==> src/core/tmr8_cfg.svh <==
// Register offsets, field positions, reset values and counts for the 8-bit PWM timer.
`ifndef TMR8_CFG_SVH
`define TMR8_CFG_SVH

// ****************************************
// Register byte offsets
// ****************************************
`define TMR8_OFS_CTRL1 5'h00
`define TMR8_OFS_CTRL2 5'h04
`define TMR8_OFS_COUNT 5'h08
`define TMR8_OFS_CMPA 5'h0c
`define TMR8_OFS_CMPB 5'h10
`define TMR8_OFS_FLAGS 5'h14
`define TMR8_OFS_STAT 5'h18

// ****************************************
// Field positions
// ****************************************
`define TMR8_MODEA_F 7:6
`define TMR8_MODEB_F 5:4
`define TMR8_WGMLO_F 1:0
`define TMR8_FORCEA_B 7
`define TMR8_FORCEB_B 6
`define TMR8_WGMHI_B 3
`define TMR8_CS_F 2:0
`define TMR8_FLAG_OVF 0
`define TMR8_FLAG_MA 1
`define TMR8_FLAG_MB 2

// ****************************************
// Values
// ****************************************
`define TMR8_RST8 8'h00
`define TMR8_MAX 8'hff
`define TMR8_BOTTOM 8'h00
`define TMR8_ONE 8'h01
`define TMR8_DIV_W 10
`define TMR8_DIV8_MSB 2
`define TMR8_DIV64_MSB 5
`define TMR8_DIV256_MSB 7
`define TMR8_DIV1024_MSB 9

`endif

==> src/core/tmr8_pkg.sv <==
// Types shared by the 8-bit PWM timer modules.
package tmr8_pkg;
    typedef logic [2:0] tmr8_code_t;
    typedef enum logic [1:0] {
        TMR8_NORMAL,
        TMR8_CTC,
        TMR8_FAST,
        TMR8_PHASE
    } tmr8_kind_t;
endpackage

==> src/core/tmr8_tick_if.sv <==
// Carrier between the timer core and its tick prescaler.
interface tmr8_tick_if;
    logic [2:0] clock_source_code;
    logic ext_pin;
    logic timer_tick_enable;
    modport pre (input clock_source_code, input ext_pin, output timer_tick_enable);
    modport core (output clock_source_code, output ext_pin, input timer_tick_enable);
endinterface

==> src/core/tmr8_prescale.sv <==
// Prescaler that turns the clock source code into a one-cycle timer tick enable.
`include "tmr8_cfg.svh"
module tmr8_prescale
    import tmr8_pkg::*;
#(
    parameter int DIV_W = `TMR8_DIV_W
) (
    // Clock and reset.
    input wire logic clk,
    input wire logic srst,
    // Tick request and answer.
    tmr8_tick_if.pre tif
);
    logic [DIV_W-1:0] div;
    logic ext_prev;
    logic tick;

    if (DIV_W < `TMR8_DIV_W) begin : g_chk
        $error("Divider too narrow for the largest prescale.");
    end

    // The divider runs free, so a new source code may cut the first period short.
    always_ff @(posedge clk) begin
        if (srst) begin
            div <= '0;
        end else begin
            div <= div + 1'b1;
        end
    end

    always_ff @(posedge clk) begin
        if (srst) begin
            ext_prev <= 1'b0;
        end else begin
            ext_prev <= tif.ext_pin;
        end
    end

    always_comb begin
        case (tif.clock_source_code)
            3'h0: tick = 1'b0;
            3'h1: tick = 1'b1;
            3'h2: tick = &div[`TMR8_DIV8_MSB:0];
            3'h3: tick = &div[`TMR8_DIV64_MSB:0];
            3'h4: tick = &div[`TMR8_DIV256_MSB:0];
            3'h5: tick = &div[`TMR8_DIV1024_MSB:0];
            3'h6: tick = ext_prev & ~tif.ext_pin;
            3'h7: tick = ~ext_prev & tif.ext_pin;
            default: tick = 1'b0;
        endcase
    end

    assign tif.timer_tick_enable = tick;
endmodule

==> src/core/tmr8_pwm.sv <==
// 8-bit timer with dual-slope PWM and compare output units, Avalon-MM register slave.
`include "tmr8_cfg.svh"

module tmr8_pwm
    import tmr8_pkg::*;
#(
    parameter int CNT_W = 8
) (
    // Clock and reset.
    input wire logic clk,
    input wire logic srst,
    // Avalon-MM slave.
    input wire logic [4:0] avs_address,
    input wire logic avs_read,
    input wire logic avs_write,
    input wire logic [31:0] avs_writedata,
    output logic [31:0] avs_readdata,
    output logic avs_waitrequest,
    // External count source.
    input wire logic ext_clk_pin,
    // Waveform outputs and pin overrides.
    output logic wave_out_a,
    output logic wave_out_a_en,
    output logic wave_out_b,
    output logic wave_out_b_en
);
    if (CNT_W != 8) begin : g_chk
        $error("Only an 8-bit counter is supported.");
    end

    // ****************************************
    // Registers
    // ****************************************
    logic [1:0] out_mode_a;
    logic [1:0] out_mode_b;
    logic [1:0] wave_mode_lo;
    logic wave_mode_high_bit;
    logic [2:0] clock_source_code;
    logic [7:0] count_value;
    logic [7:0] compare_a_value;
    logic [7:0] compare_b_value;
    logic [7:0] cmp_act [2];
    logic [2:0] flags;
    logic dir_up;
    logic blk;
    logic ack;
    logic [1:0] wave;
    logic [1:0] up_done;

    logic wr;
    logic [7:0] wd;
    logic [7:0] rmux;
    tmr8_code_t wave_mode_code;
    tmr8_kind_t kind;
    logic [7:0] top;
    logic tick;
    logic at_top;
    logic at_bot;
    logic eff_up;
    logic [7:0] next_count;
    logic load_cmp;
    logic ovf_set;
    logic [1:0] match;
    logic [1:0] force_m;
    logic [1:0] conn;
    logic [1:0] om [2];

    tmr8_tick_if tif ();

    // ****************************************
    // Bus slave
    // ****************************************
    // One wait cycle lets the read data come from a register.
    assign avs_waitrequest = (avs_read | avs_write) & ~ack;
    assign wr = avs_write & ack;
    assign wd = avs_writedata[7:0];

    always_ff @(posedge clk) begin
        if (srst) begin
            ack <= 1'b0;
        end else begin
            ack <= (avs_read | avs_write) & ~ack;
        end
    end

    always_comb begin
        case (avs_address)
            `TMR8_OFS_CTRL1: rmux = {out_mode_a, out_mode_b, 2'h0, wave_mode_lo};
            `TMR8_OFS_CTRL2: rmux = {4'h0, wave_mode_high_bit, clock_source_code};
            `TMR8_OFS_COUNT: rmux = count_value;
            `TMR8_OFS_CMPA: rmux = compare_a_value;
            `TMR8_OFS_CMPB: rmux = compare_b_value;
            `TMR8_OFS_FLAGS: rmux = {5'h00, flags};
            `TMR8_OFS_STAT: rmux = {5'h00, dir_up, wave};
            default: rmux = 8'h00;
        endcase
    end

    always_ff @(posedge clk) begin
        if (srst) begin
            avs_readdata <= 32'h0000_0000;
        end else if (avs_read & ~ack) begin
            avs_readdata <= {24'h00_0000, rmux};
        end
    end

    always_ff @(posedge clk) begin
        if (srst) begin
            out_mode_a <= 2'h0;
            out_mode_b <= 2'h0;
            wave_mode_lo <= 2'h0;
        end else if (wr && avs_address == `TMR8_OFS_CTRL1) begin
            out_mode_a <= wd[`TMR8_MODEA_F];
            out_mode_b <= wd[`TMR8_MODEB_F];
            wave_mode_lo <= wd[`TMR8_WGMLO_F];
        end
    end

    always_ff @(posedge clk) begin
        if (srst) begin
            wave_mode_high_bit <= 1'b0;
            clock_source_code <= 3'h0;
        end else if (wr && avs_address == `TMR8_OFS_CTRL2) begin
            wave_mode_high_bit <= wd[`TMR8_WGMHI_B];
            clock_source_code <= wd[`TMR8_CS_F];
        end
    end

    always_ff @(posedge clk) begin
        if (srst) begin
            compare_a_value <= `TMR8_RST8;
            compare_b_value <= `TMR8_RST8;
        end else if (wr && avs_address == `TMR8_OFS_CMPA) begin
            compare_a_value <= wd;
        end else if (wr && avs_address == `TMR8_OFS_CMPB) begin
            compare_b_value <= wd;
        end
    end

    // ****************************************
    // Mode decode and tick
    // ****************************************
    assign wave_mode_code = {wave_mode_high_bit, wave_mode_lo};
    assign tif.clock_source_code = clock_source_code;
    assign tif.ext_pin = ext_clk_pin;
    assign tick = tif.timer_tick_enable;

    tmr8_prescale #(.DIV_W(`TMR8_DIV_W)) u_pre (
        .clk(clk),
        .srst(srst),
        .tif(tif)
    );

    always_comb begin
        case (wave_mode_code)
            3'h1, 3'h5: kind = TMR8_PHASE;
            3'h2: kind = TMR8_CTC;
            3'h3, 3'h7: kind = TMR8_FAST;
            default: kind = TMR8_NORMAL;
        endcase
    end

    assign top = (wave_mode_code == 3'h5 || wave_mode_code == 3'h7 ||
                  wave_mode_code == 3'h2) ? cmp_act[0] : `TMR8_MAX;
    assign at_top = count_value == top;
    assign at_bot = count_value == `TMR8_BOTTOM;
    // Bottom always counts as the start of the up slope, top as the turn down.
    assign eff_up = at_bot | (dir_up & ~at_top);

    // ****************************************
    // Counter
    // ****************************************
    always_comb begin
        case (kind)
            TMR8_PHASE: begin
                if (eff_up && !at_top) begin
                    next_count = count_value + `TMR8_ONE;
                end else if (!eff_up) begin
                    next_count = count_value - `TMR8_ONE;
                end else begin
                    next_count = count_value;
                end
            end
            TMR8_FAST, TMR8_CTC: next_count = at_top ? `TMR8_BOTTOM : count_value + `TMR8_ONE;
            default: next_count = count_value + `TMR8_ONE;
        endcase
    end

    always_ff @(posedge clk) begin
        if (srst) begin
            count_value <= `TMR8_RST8;
            blk <= 1'b0;
        end else if (wr && avs_address == `TMR8_OFS_COUNT) begin
            count_value <= wd;
            blk <= 1'b1;
        end else if (tick) begin
            count_value <= next_count;
            blk <= 1'b0;
        end
    end

    always_ff @(posedge clk) begin
        if (srst) begin
            dir_up <= 1'b1;
        end else if (tick && kind == TMR8_PHASE) begin
            dir_up <= eff_up;
        end
    end

    // Compare values take effect at top in dual-slope, at the wrap in fast mode.
    always_comb begin
        case (kind)
            TMR8_PHASE, TMR8_FAST: load_cmp = tick & at_top;
            default: load_cmp = 1'b1;
        endcase
    end

    always_ff @(posedge clk) begin
        if (srst) begin
            cmp_act[0] <= `TMR8_RST8;
            cmp_act[1] <= `TMR8_RST8;
        end else if (load_cmp) begin
            cmp_act[0] <= compare_a_value;
            cmp_act[1] <= compare_b_value;
        end
    end

    // ****************************************
    // Flags
    // ****************************************
    always_comb begin
        case (kind)
            TMR8_PHASE: ovf_set = tick & at_bot;
            TMR8_FAST: ovf_set = tick & (wave_mode_high_bit ? at_top : count_value == `TMR8_MAX);
            default: ovf_set = tick & (count_value == `TMR8_MAX);
        endcase
    end

    // Writing a one clears a flag; a new event in the same cycle wins.
    always_ff @(posedge clk) begin
        if (srst) begin
            flags <= 3'h0;
        end else begin
            flags <= (flags & ~((wr && avs_address == `TMR8_OFS_FLAGS) ? wd[2:0] : 3'h0))
                | {match[1], match[0], ovf_set};
        end
    end

    // ****************************************
    // Compare output units
    // ****************************************
    assign om[0] = out_mode_a;
    assign om[1] = out_mode_b;

    for (genvar i = 0; i < 2; i++) begin : g_ch
        logic tog_ok;
        logic special;

        // Toggle in PWM modes exists on channel A only, and only when the mode high bit is set.
        assign tog_ok = (i == 0) & wave_mode_high_bit;
        assign special = om[i][1] & (cmp_act[i] == top);
        assign match[i] = tick & ~blk & (count_value == cmp_act[i]);
        assign force_m[i] = wr && avs_address == `TMR8_OFS_CTRL2 &&
            wd[`TMR8_FORCEA_B - i] && (kind == TMR8_NORMAL || kind == TMR8_CTC);
        assign conn[i] = (kind == TMR8_NORMAL || kind == TMR8_CTC) ? om[i] != 2'h0 :
            (om[i][1] | ((om[i] == 2'h1) & tog_ok));

        always_ff @(posedge clk) begin
            if (srst) begin
                up_done[i] <= 1'b0;
            end else if (tick && at_bot) begin
                up_done[i] <= match[i];
            end else if (match[i] && eff_up) begin
                up_done[i] <= 1'b1;
            end
        end

        always_ff @(posedge clk) begin
            if (srst) begin
                wave[i] <= 1'b0;
            end else begin
                case (kind)
                    TMR8_PHASE: begin
                        if (om[i] == 2'h1) begin
                            if (tog_ok && match[i]) begin
                                wave[i] <= ~wave[i];
                            end
                        end else if (om[i][1]) begin
                            if (tick && at_top && special) begin
                                wave[i] <= ~om[i][0];
                            end else if (tick && at_top && !up_done[i]) begin
                                wave[i] <= om[i][0];
                            end else if (match[i]) begin
                                wave[i] <= eff_up ? om[i][0] : ~om[i][0];
                            end
                        end
                    end
                    TMR8_FAST: begin
                        if (om[i] == 2'h1) begin
                            if (tog_ok && match[i]) begin
                                wave[i] <= ~wave[i];
                            end
                        end else if (om[i][1]) begin
                            if (match[i] && !special) begin
                                wave[i] <= om[i][0];
                            end else if (tick && at_top) begin
                                // The wrap to bottom and top are the same tick here.
                                wave[i] <= ~om[i][0];
                            end
                        end
                    end
                    default: begin
                        if (match[i] || force_m[i]) begin
                            case (om[i])
                                2'h1: wave[i] <= ~wave[i];
                                2'h2: wave[i] <= 1'b0;
                                2'h3: wave[i] <= 1'b1;
                                default: wave[i] <= wave[i];
                            endcase
                        end
                    end
                endcase
            end
        end
    end

    // ****************************************
    // Outputs
    // ****************************************
    assign wave_out_a = wave[0];
    assign wave_out_b = wave[1];
    assign wave_out_a_en = conn[0];
    assign wave_out_b_en = conn[1];
endmodule

==> config.mk <==
export PLATFORM = sky130hd
export DESIGN_NAME = tmr8_pwm
export DESIGN_NICKNAME = d
export VERILOG_FILES = /design/src/core/tmr8_pkg.sv /design/src/core/tmr8_tick_if.sv /design/src/core/tmr8_prescale.sv /design/src/core/tmr8_pwm.sv
export VERILOG_INCLUDE_DIRS = /design/src /design/src/core
export SDC_FILE = /design/constraint.sdc
export NUM_CORES = 1
export LEC_CHECK = 0
export ABC_CLOCK_PERIOD_IN_PS = 2500
export BUFFER_PORTS_ARGS = -buffer_cell sky130_fd_sc_hd__buf_4
export CAP_MARGIN = 20
export CORE_ASPECT_RATIO = 0.7
export CORE_MARGIN = 2
export CORE_UTILIZATION = 30
export DETAILED_ROUTE_END_ITERATION = 8
export GPL_TIMING_DRIVEN = 1
export PLACE_DENSITY = 0.54
export SYNTH_ARGS = -nofsm -noshare
export SYNTH_HDL_FRONTEND = slang
export SYNTH_SLANG_ARGS = --single-unit
==> constraint.sdc <==
create_clock -name clk -period 2.5 [get_ports clk]
set_input_delay 0.25 -clock clk [delete_from_list [all_inputs] [get_ports clk]]
set_output_delay 0.25 -clock clk [all_outputs]
set_load 0.1 [all_outputs]
==> impl_metrics.tcl, run 1 <==
set metrics [dict create \
    hold_buffers 0 \
    gp_congestion 0.910 \
    grt_max_degree 36 \
    core_area_um2 16300 \
    timing.fmax_mhz 366 \
    hold_viol 0 \
    status "finished with violations" \
    routed_wl_mm 17.9 \
    via_per_inst 5.44 \
    place_inst 918 \
    clkTransAtPathRegs_ns 0.07 \
    rsz0062_at_grt "yes" \
    irDropWorstVdd_mv 0.336 \
    critPathRequiredTime_ns 2.72 \
    grt_pass1_wl_mm 27.3 \
    fin_tns_setup_ns -3.24 \
    cp_max_fo 4 \
    r2r_cells 11 \
    crit_path_start_kind "flip-flop" \
    ys_seq_area_frac 0.348 \
    die_h_um 112 \
    cp.arrival_ns 2.95 \
    first_pass_iters 5 \
    worst_pin_slew_ns 0.787 \
    layout_common_cells "132 x buf_4, 79 x nor2_1, 57 x dfxtp_1" \
    hold_path_depth 2 \
    first_global_vias 4811 \
    initial_core_util 0.307 \
    synthArstFlopShare 0 \
    period_share 1.09 \
    portBuffers 30 \
    cap_violations 0 \
    power_leakage_nw 2.76 \
    violations "setup timing" \
    finalSetupViolations 41 \
    routed-via-count 5153 \
    layout-drive-gt1-share 0.295 \
    nNetsFinal 764 \
    post-synth-top-area-fraction 0.252 \
    grt.total_usage 0.202 \
    yosys.area.top_type "dfxtp_1" \
    synth_seq_cells 79 \
    cts_sinks 79 \
    die_w_um 158 \
    final_common_cell "buf_4" \
    ys.flop_type "dfxtp_1" \
    io_pins 79 \
    rows 39 \
    drt_iter0_drc 609 \
    synth_edf_count 16 \
    routedWlPerCell_um 18.9 \
    power.density_nw_per_um2 430 \
    clk_path_buf_depth 2 \
    final-instance-count-excl-fill 948 \
    cts-root-buf "clkbuf_16" \
    grt.overflow.total 0 \
    end_kind "flip-flop" \
    yosys_warnings 0 \
    antenna_found_initial 0 \
    numCtsBuffers 9 \
    synth_area_leaders "dfxtp_1 25%, edfxtp_1 9.6%, nor2_1 6.1%" \
    dieArea_um2 17700 \
    synthCells 608 \
    diodes 0 \
    htreeDepth 3 \
    worst_hold_slack_ns 0.149 \
    syn_area_um2 5000 \
    maxSlewViolCount 0 \
    area_growth_pct 34.4 \
    min_path_type "input port to flip-flop" \
    crit_type "flip-flop to flip-flop" \
    period_minus_slack_ns 2.73 \
    insertion_delay_ns 0.34 \
    tritoncts "built" \
    route.detailed.drc 0 \
    skew_ns 0.00968 \
    fin_ws_ns -0.233 \
    detail-route-antenna-nets 0 \
    yosysUniqueCellTypes 72 \
    relSlewSlack 0.469 \
    syn_avg_cell_area_um2 8.23 \
    dpl.hpwl_mm 13.3 \
]
layout make-up:
type / instances / area (µm²)
well taps: 225 / 282
clock inverters: 7 / 55.1
clock buffers: 9 / 225
inverters: 16 / 60.1
repair buffers: 137 / 1080
multi-input cells: 475 / 3270
flip-flops and latches: 79 / 1750
fillers: 1657 / 9570
stage by stage:
| stage | power [mW] | instance area, µm² | utilization | setup slack, ns |
|---|---|---|---|---|
| 2_1_floorplan | 1.61 | 5090 | - | -0.182 |
| 3_5_place_dp | 1.67 | 5990 | 0.368 | -0.264 |
| 6_report | 2.89 | 6720 | 0.413 | -0.233 |
| 4_1_cts | 2.92 | 6530 | 0.401 | -0.166 |
| 5_1_grt | 2.99 | 6720 | 0.413 | -0.312 |
| 3_3_place_gp | 1.66 | 5990 | 0.368 | -0.217 |
state kept, by name, summed over array words and instances (netlist names), 2 cells and up:
name,flops
count_value,8
avs_readdata,8
up_done,2
wave_mode_lo,2
out_mode_b,2
flags,3
clock_source_code,3
cmp_act,16
compare_b_value,8
out_mode_a,2
u_pre.div,10
compare_a_value,8
path summary, 6_finish.rpt:
kind / from / end / slack [ns]
worst min register to register: flags[0]$_SDFF_PP0_ / flags[0]$_SDFF_PP0_ / 0.48
worst min-delay path: ext_clk_pin / u_pre.ext_prev$_SDFF_PP0_ / 0.15
worst max register to register: cmp_act[0][7]$_SDFFCE_PN0P_ / wave_out_b$_SDFFE_PP0P_ / -0.23
worst max-delay path: cmp_act[0][7]$_SDFFCE_PN0P_ / wave_out_b$_SDFFE_PP0P_ / -0.23
cells in the mapped netlist, drive strengths merged, types with 3 or more instances:
| cell type | instances |
|---|---|
| nor3 | 19 |
| mux2i | 29 |
| a31oi | 11 |
| a22o | 3 |
| nand2 | 38 |
| nand4 | 8 |
| nand2b | 10 |
| xor2 | 10 |
| a21o | 3 |
| o211ai | 5 |
| a311oi | 6 |
| edfxtp | 16 |
| nor4 | 5 |
| and3 | 11 |
| nand3b | 6 |
| nor2 | 81 |
| a221oi | 4 |
| or4 | 3 |
| clkbuf | 28 |
| buf | 33 |
| a211oi | 6 |
| dfxtp | 63 |
| a41oi | 3 |
| and2 | 19 |
| a22oi | 17 |
| a222oi | 3 |
| a311o | 3 |
| nor2b | 9 |
| nand3 | 19 |
| a2111oi | 5 |
| a21oi | 38 |
| a31o | 3 |
| ha | 4 |
| inv | 16 |
| xnor2 | 17 |
| o21ai | 18 |
power breakdown:
| part | switching (mW) | internal (mW) |
|---|---|---|
| clock | 0.556 | 0.681 |
| sequential | 0.0123 | 1.30 |
| combinational | 0.266 | 0.0722 |
| total | 0.835 | 2.06 |
routing by layer:
metal / share of wire / track usage / vias to the layer above
met4: 0.016 / 0.0450 / 0
met3: 0.092 / 0.0394 / 29
met5: 0 / 0 / -
li1: - / - / 2390
met1: 0.47 / 0.310 / 2453
met2: 0.42 / 0.291 / 281
cells by family after synthesis:
| family | after synthesis | share of synthesized area |
|---|---|---|
| AOI/OAI and AO/OA | 149 | 0.211 |
| and+or+nand+nor | 241 | 0.245 |
| adders and majority gates | 4 | 0.0100 |
| DFF | 79 | 0.348 |
| buffers and inverters | 77 | 0.0780 |
| other | 1 | 0.000750 |
| xor gates and xnor gates | 27 | 0.0473 |
| muxes | 30 | 0.0603 |
worst max-delay path, cell delays in order (launching register included):
cell      delay (ns)
edfxtp_1        0.45
buf_4           0.17
buf_4           0.15
or4bb_1         0.49
a21oi_2         0.13
nor3_2          0.06
nor4_1          0.35
buf_4           0.23
nand2b_4        0.12
a311o_1         0.18
and4b_1         0.22
a211oi_2        0.07
timing repair:
action,CTS,global route
gates resized for setup,40,36
gates cloned,1,0
buffers inserted,10,5
hold endpoints to repair,0,0
endpoints found under the setup margin,42,43
pin swaps,25,18
(Power assumes the default switching activity.)
==> run 2: changes to the inputs <==
--- a/config.mk
+++ b/config.mk
@@ -17,4 +17,5 @@
 export PLACE_DENSITY = 0.54
 export SYNTH_ARGS = -nofsm -noshare
 export SYNTH_HDL_FRONTEND = slang
+export SYNTH_HIERARCHICAL = 1
 export SYNTH_SLANG_ARGS = --single-unit
==> run 2 against run 1 <==
- the flow still finishes with violations (setup timing)
- via count down 6.6%
- clock skew down 0.0041 ns
- total power up 1.0%
- global-route usage down 1.5 points
- sequential cell count unchanged
- cell count down 3.7%
- area after synthesis down 0.95%
- non-clock buffer count down 19
- sequential share of layout area up 0.97 points
- critical path type unchanged
- highest routed layer unchanged
==> impl_metrics.tcl, run 2 <==
set metrics [dict create \
    status "finished with violations" \
    violations "setup timing" \
    post-synth-top-area-fraction 0.255 \
    synth_seq_cells 79 \
    grt_use_met1 0.294 \
    fin_ws_ns -0.107 \
    first_global_vias 4416 \
    yosys_warnings 6 \
    min_to "u_pre/ext_prev$_SDFF_PP0_" \
    hold_viol 0 \
    dp_slack_ns -0.166 \
    finish.utilization 0.398 \
    skew_ns 0.00562 \
    min_path_type "input port to flip-flop" \
    final_common_cell "buf_4" \
    synth.most_common_cell "nor2_1" \
    synth_compound_area_frac 0.198 \
    drt_iter0_drc 563 \
    r2r_cells 10 \
    layout-drive-gt1-share 0.282 \
    met2_usage 0.261 \
    power.density_nw_per_um2 452 \
    area_growth_pct 30.4 \
    worstHoldStart "ext_clk_pin" \
    maxSlewViolCount 0 \
    yosys.area.top_type "dfxtp_1" \
    syn_area_um2 4950 \
    ys.flop_type "dfxtp_1" \
    hold_path_depth 2 \
    first_pass_iters 5 \
    rows 39 \
    die_w_um 158 \
    n_fill_cell 1605 \
    synth_top_family_by_area "simple AND/OR/NAND/NOR gates" \
    period_minus_slack_ns 2.61 \
    grt_max_degree 42 \
    antenna_found_initial 0 \
    synthSimpleGateAreaFrac 0.236 \
    power.total_mw 2.92 \
    numCtsBuffers 9 \
    syn_avg_cell_area_um2 8.44 \
    io_pins 79 \
    via_per_inst 5.27 \
    die_h_um 112 \
    synthXorXnorAreaFrac 0.0548 \
    critPathSlowestCell "or3b_1" \
    synth_edf_count 16 \
    crit_path_start_kind "flip-flop" \
    irDropWorstVdd_mv 0.364 \
    yosys-mux-area-fraction 0.0730 \
    largest-register "cmp_act" \
    ys_seq_area_frac 0.352 \
    critPathRequiredTime_ns 2.73 \
    final_cell_area_um2 6460 \
    synth_commonest_cells "77 x nor2_1, 63 x dfxtp_1, 43 x a21oi_1" \
    r2r_slack_ns -0.11 \
    rsz0062_at_grt "yes" \
    p_sw_uw 860 \
    cts_sinks 79 \
    crit_chain "or3b_1 -> buf_4 -> a21oi_1 -> o22ai_1 -> nor4_1 -> buf_4 -> nand2_1 -> o221a_2 -> o21ai_0 -> a31oi_1" \
    cp.arrival_ns 2.84 \
    grt.total_usage 0.187 \
    combPwrFrac 0.111 \
    top_regs "cmp_act (16), u_pre/div (10)" \
    route.detailed.drc 0 \
    max_stage_delay_ns 0.44 \
    detail-route-antenna-nets 0 \
    dpl.hpwl_mm 12.5 \
    rr_endpoint "wave_out_b$_SDFFE_PP0P_" \
    synthCells 587 \
    crit_type "flip-flop to flip-flop" \
    core_area_um2 16200 \
    cts-root-buf "clkbuf_16" \
    swShare 0.295 \
    cap_violations 0 \
    timing.fmax_mhz 384 \
    routed-via-count 4814 \
    clk_path_buf_depth 2 \
    initial_core_util 0.305 \
    synth_area_leaders "dfxtp_1 25%, edfxtp_1 9.7%, mux2i_1 7.1%" \
    grt.overflow.total 0 \
    dieArea_um2 17600 \
    largest_register_ffs 16 \
    worst_pin_slew_ns 0.532 \
    power_frac_seq 0.450 \
    synthArstFlopShare 0 \
    insertion_delay_ns 0.35 \
    met3_usage 0.0370 \
    routedWlPerCell_um 18.1 \
    placed_cell_area_um2 5900 \
    pwr-share-clk 0.439 \
    busiest_layer "met1" \
    clkTransAtPathRegs_ns 0.07 \
    worst_hold_slack_ns 0.146 \
    finalSetupViolations 6 \
    power_leakage_nw 2.59 \
    tritoncts "built" \
    crit_top_cell "buf_4" \
    yosysUniqueCellTypes 77 \
    portBuffers 30 \
    diodes 0 \
    startpoint "wave_mode_lo[1]$_SDFFE_PP0P_" \
    p_int_mw 2.06 \
    cp_max_fo 5 \
    gp_congestion 0.884 \
    nNetsFinal 729 \
    htreeDepth 3 \
    r2r_start "wave_mode_lo[1]$_SDFFE_PP0P_" \
    period_share 1.04 \
    end_kind "flip-flop" \
    relSlewSlack 0.644 \
    routed_wl_mm 16.5 \
    synthAdderAreaFrac 0.0101 \
    grt_pass1_wl_mm 25.2 \
    layout_common_cells "113 x buf_4, 73 x nor2_1, 60 x dfxtp_1" \
    hold_buffers 0 \
]
-- run 2: layer usage --
layer  wire [µm]  vias up
met5           0        -
met4          97        0
met3        1300       13
met2        6790      209
met1        8300     2322
li1            -     2270
-- run 2: layout make-up --
type,count,area (µm²),share of cell area
timing repair buffer,118,940,0.145
inverter,14,57.6,0.00891
clock buffer,9,225,0.0349
clock inverter,7,60.1,0.00930
sequential,79,1750,0.270
tap,225,282,0.0436
multi-input combinational,461,3150,0.488
-- run 2: what timing repair did --
action                                  4_1_cts  5_1_grt
setup buffers                                 1        8
endpoints found under the setup margin       25       44
pin swaps                                    10       17
cloned                                        0        1
gates resized for setup                      15       31
-- run 2: worst max-delay path, delay by kind of cell, from the launching register on --
family	cells	cell delay, ns
buffers and inverters	2	0.40
AND/OR/NAND/NOR	3	0.93
flip-flops	1	0.37
AO/OA/AOI/OAI	5	0.79
-- run 2: worst max-delay path by stage --
stage                                       end  slack (ns)
floorplan           count_value[2]$_SDFFE_PP0P_       -0.07
global placement    count_value[6]$_SDFFE_PP0P_       -0.16
detailed placement      wave_out_a$_SDFFE_PP0P_       -0.17
CTS                     wave_out_a$_SDFFE_PP0P_       -0.08
global route            wave_out_a$_SDFFE_PP0P_       -0.28
finish                  wave_out_b$_SDFFE_PP0P_       -0.11
-- run 2: power groups by stage --
| stage | Sequential, mW | Combinational, mW | Clock (mW) |
|---|---|---|---|
| after floorplan | 1.34 | 0.272 | 0 |
| after global placement | 1.34 | 0.310 | 0 |
| after detailed placement | 1.34 | 0.313 | 0 |
| after CTS | 1.31 | 0.316 | 1.30 |
| after global routing | 1.31 | 0.339 | 1.36 |
| final | 1.31 | 0.324 | 1.28 |
-- run 2: cells by family (layout without fill, tap and decap cells) --
family	count (synthesis)	in the layout
simple gates	220	220
compound gates	145	146
flops	79	79
buf+inv	71	148
mux	36	36
xor+xnor	31	31
fa+ha+maj	4	4
other cells	1	24
-- run 2: metrics by stage --
| step | instances | setup TNS (ns) |
|---|---|---|
| finish | 913 | -0.393 |
| global route | 913 | -1.30 |
| CTS | 905 | -0.164 |
| detailed placement | 888 | -1.39 |
| global placement | 888 | -0.827 |
| floorplan | 610 | -0.168 |
==> run 3: changes to the inputs <==
--- a/config.mk
+++ b/config.mk
@@ -9,7 +9,7 @@
 export ABC_CLOCK_PERIOD_IN_PS = 2500
 export BUFFER_PORTS_ARGS = -buffer_cell sky130_fd_sc_hd__buf_4
 export CAP_MARGIN = 20
-export CORE_ASPECT_RATIO = 0.7
+export CORE_ASPECT_RATIO = 0.6
 export CORE_MARGIN = 2
 export CORE_UTILIZATION = 30
 export DETAILED_ROUTE_END_ITERATION = 8
==> run 3 against run 2 <==
- the run still ends with setup timing left
- final area increased by 4.9%
- first-iteration DRC count down 28%
- count of clock-buffer cells in the layout is the same
- clock skew up 0.0061 ns
- fmax decreased by 1.4%
- critical path depth is 2 lower
- setup slack got worse by 0.037 ns
- cell count shrank 0.11%
- sequential power about the same
- clock power up 13%
- sequential cell count unchanged
- via count is 2.7% higher
- critical endpoint is now wave_out_a$_SDFFE_PP0P_
==> impl_metrics.tcl, run 3 (synthesized netlist as in run 2, its figures left out) <==
set metrics [dict create \
    routedWlPerCell_um 19.5 \
    crit_path_start_kind "flip-flop" \
    irDropWorstVdd_mv 0.371 \
    rows 36 \
    worst_pin_slew_ns 0.734 \
    clkTransAtPathRegs_ns 0.07 \
    status "finished with violations" \
    die_h_um 104 \
    cts_sinks 79 \
    layout-drive-gt1-share 0.330 \
    largest_register_ffs 16 \
    insertion_delay_ns 0.35 \
    cap_violations 0 \
    dpl.hpwl_mm 13.4 \
    fin_ws_ns -0.144 \
    core_area_um2 16200 \
    rsz0062_at_grt "yes" \
    period_minus_slack_ns 2.64 \
    end_kind "flip-flop" \
    top_regs "cmp_act (16), u_pre/div (10)" \
    initial_core_util 0.306 \
    route.detailed.drc 0 \
    power.density_nw_per_um2 457 \
    fin_tns_setup_ns -0.384 \
    multi_input_area_um2 3270 \
    area_growth_pct 36.8 \
    rr_endpoint "wave_out_a$_SDFFE_PP0P_" \
    grt_max_degree 66 \
    gp_congestion 0.966 \
    via_per_inst 5.42 \
    r2r_slack_ns -0.14 \
    maxSlewViolCount 0 \
    antenna_found_initial 0 \
    n_fill_cell 1631 \
    skew_ns 0.0117 \
    seqCellArea_um2 1760 \
    hold_buffers 0 \
    routed-via-count 4942 \
    portBuffers 30 \
    cp_max_fo 5 \
    relSlewSlack 0.511 \
    layout_common_cells "121 x buf_4, 75 x nor2_1, 54 x dfxtp_1" \
    grt_pass1_wl_mm 26.3 \
    critPathRequiredTime_ns 2.76 \
    nNetsFinal 744 \
    r2r_cells 8 \
    power_leakage_nw 2.76 \
    final_common_cell "buf_4" \
    worstHoldStart "ext_clk_pin" \
    largest-register "cmp_act" \
    hold_path_depth 2 \
    hold_viol 0 \
    cp.arrival_ns 2.91 \
    timing.fmax_mhz 378 \
    min_path_type "input port to flip-flop" \
    grt.total_usage 0.198 \
    dp_slack_ns -0.198 \
    diodes 0 \
    htreeDepth 3 \
    grt.overflow.total 0 \
    routed_wl_mm 17.7 \
    numCtsBuffers 9 \
    worst_hold_slack_ns 0.159 \
    violations "setup timing" \
    dieArea_um2 17600 \
    cts-root-buf "clkbuf_16" \
    die_w_um 170 \
    drt_iter0_drc 408 \
    r2r_start "cmp_act[0][0]$_SDFFCE_PN0P_" \
    detail-route-antenna-nets 0 \
    crit_type "flip-flop to flip-flop" \
    io_pins 79 \
    clk_path_buf_depth 2 \
    first_global_vias 4401 \
    min_to "u_pre/ext_prev$_SDFF_PP0_" \
    tritoncts "built" \
    finalSetupViolations 12 \
    first_pass_iters 6 \
    period_share 1.06 \
]
run 3: cell count changes in the layout (fill, tap and decap cells not counted), moves of 4 or more:
cell and delta:
dfxtp_1 -6, dfxtp_2 +4, buf_6 +7, and2_1 -16, buf_4 +8, and2_4 +16
run 3: layout make-up:
cell class	count	share of cell area
clock buffers	9	0.0332
flip-flops and latches	79	0.259
repair buffers	134	0.163
multi-input cells	460	0.483
clock inverters	7	0.0144
inverters	14	0.00849
well taps	209	0.0386
run 3: layer usage:
metal | GRT usage | up-vias | routed length, µm
met5 | 0 | - | 0
met4 | 0.0409 | 0 | 170
met3 | 0.0455 | 20 | 1620
met2 | 0.251 | 217 | 6850
met1 | 0.327 | 2411 | 9110
li1 | - | 2294 | -
run 3: what timing repair did:
action	CTS	global route
pin swaps	8	22
resized for setup	18	72
gates cloned	0	1
buffers inserted	4	13
endpoints found under the setup margin	25	44
run 3: critical path: stages (launching register included):
cell and delay, ns:
edfxtp_1 0.47, xor2_1 0.21, or4_4 0.55, nor4b_4 0.40, nand2_2 0.13, a31oi_1 0.20, a311oi_1 0.07, a221o_1 0.29
a311oi_1 0.23
run 3: where the power goes:
group	internal [mW]	total (mW)	switching, mW
Sequential	1.30	1.31	0.0108
Clock	0.812	1.45	0.637
Combinational	0.0741	0.340	0.266
run 3: how the worst max path moves through the flow:
| stage | startpoint | endpoint | depth (start not counted) |
|---|---|---|---|
| 2_1_floorplan | count_value[1]$_SDFFE_PP0P_ | count_value[2]$_SDFFE_PP0P_ | 11 |
| 3_3_place_gp | wave_mode_lo[1]$_SDFFE_PP0P_ | cmp_act[0][8]$_SDFFCE_PN0P_ | 9 |
| 3_5_place_dp | wave_mode_lo[1]$_SDFFE_PP0P_ | cmp_act[0][8]$_SDFFCE_PN0P_ | 9 |
| 4_1_cts | cmp_act[0][6]$_SDFFCE_PN0P_ | wave_out_a$_SDFFE_PP0P_ | 8 |
| 5_1_grt | u_pre/div[1]$_SDFF_PP0_ | wave_out_a$_SDFFE_PP0P_ | 13 |
| 6_report | cmp_act[0][0]$_SDFFCE_PN0P_ | wave_out_a$_SDFFE_PP0P_ | 8 |
run 3: stage by stage:
stage / area (µm²) / power [mW] / cells / utilization
floorplan: 5100 / 1.61 / 610 / -
global placement: 5950 / 1.65 / 880 / 0.367
detailed placement: 5950 / 1.66 / 880 / 0.367
CTS: 6370 / 3.10 / 900 / 0.393
global route: 6780 / 3.17 / 912 / 0.418
finish: 6780 / 3.10 / 912 / 0.418
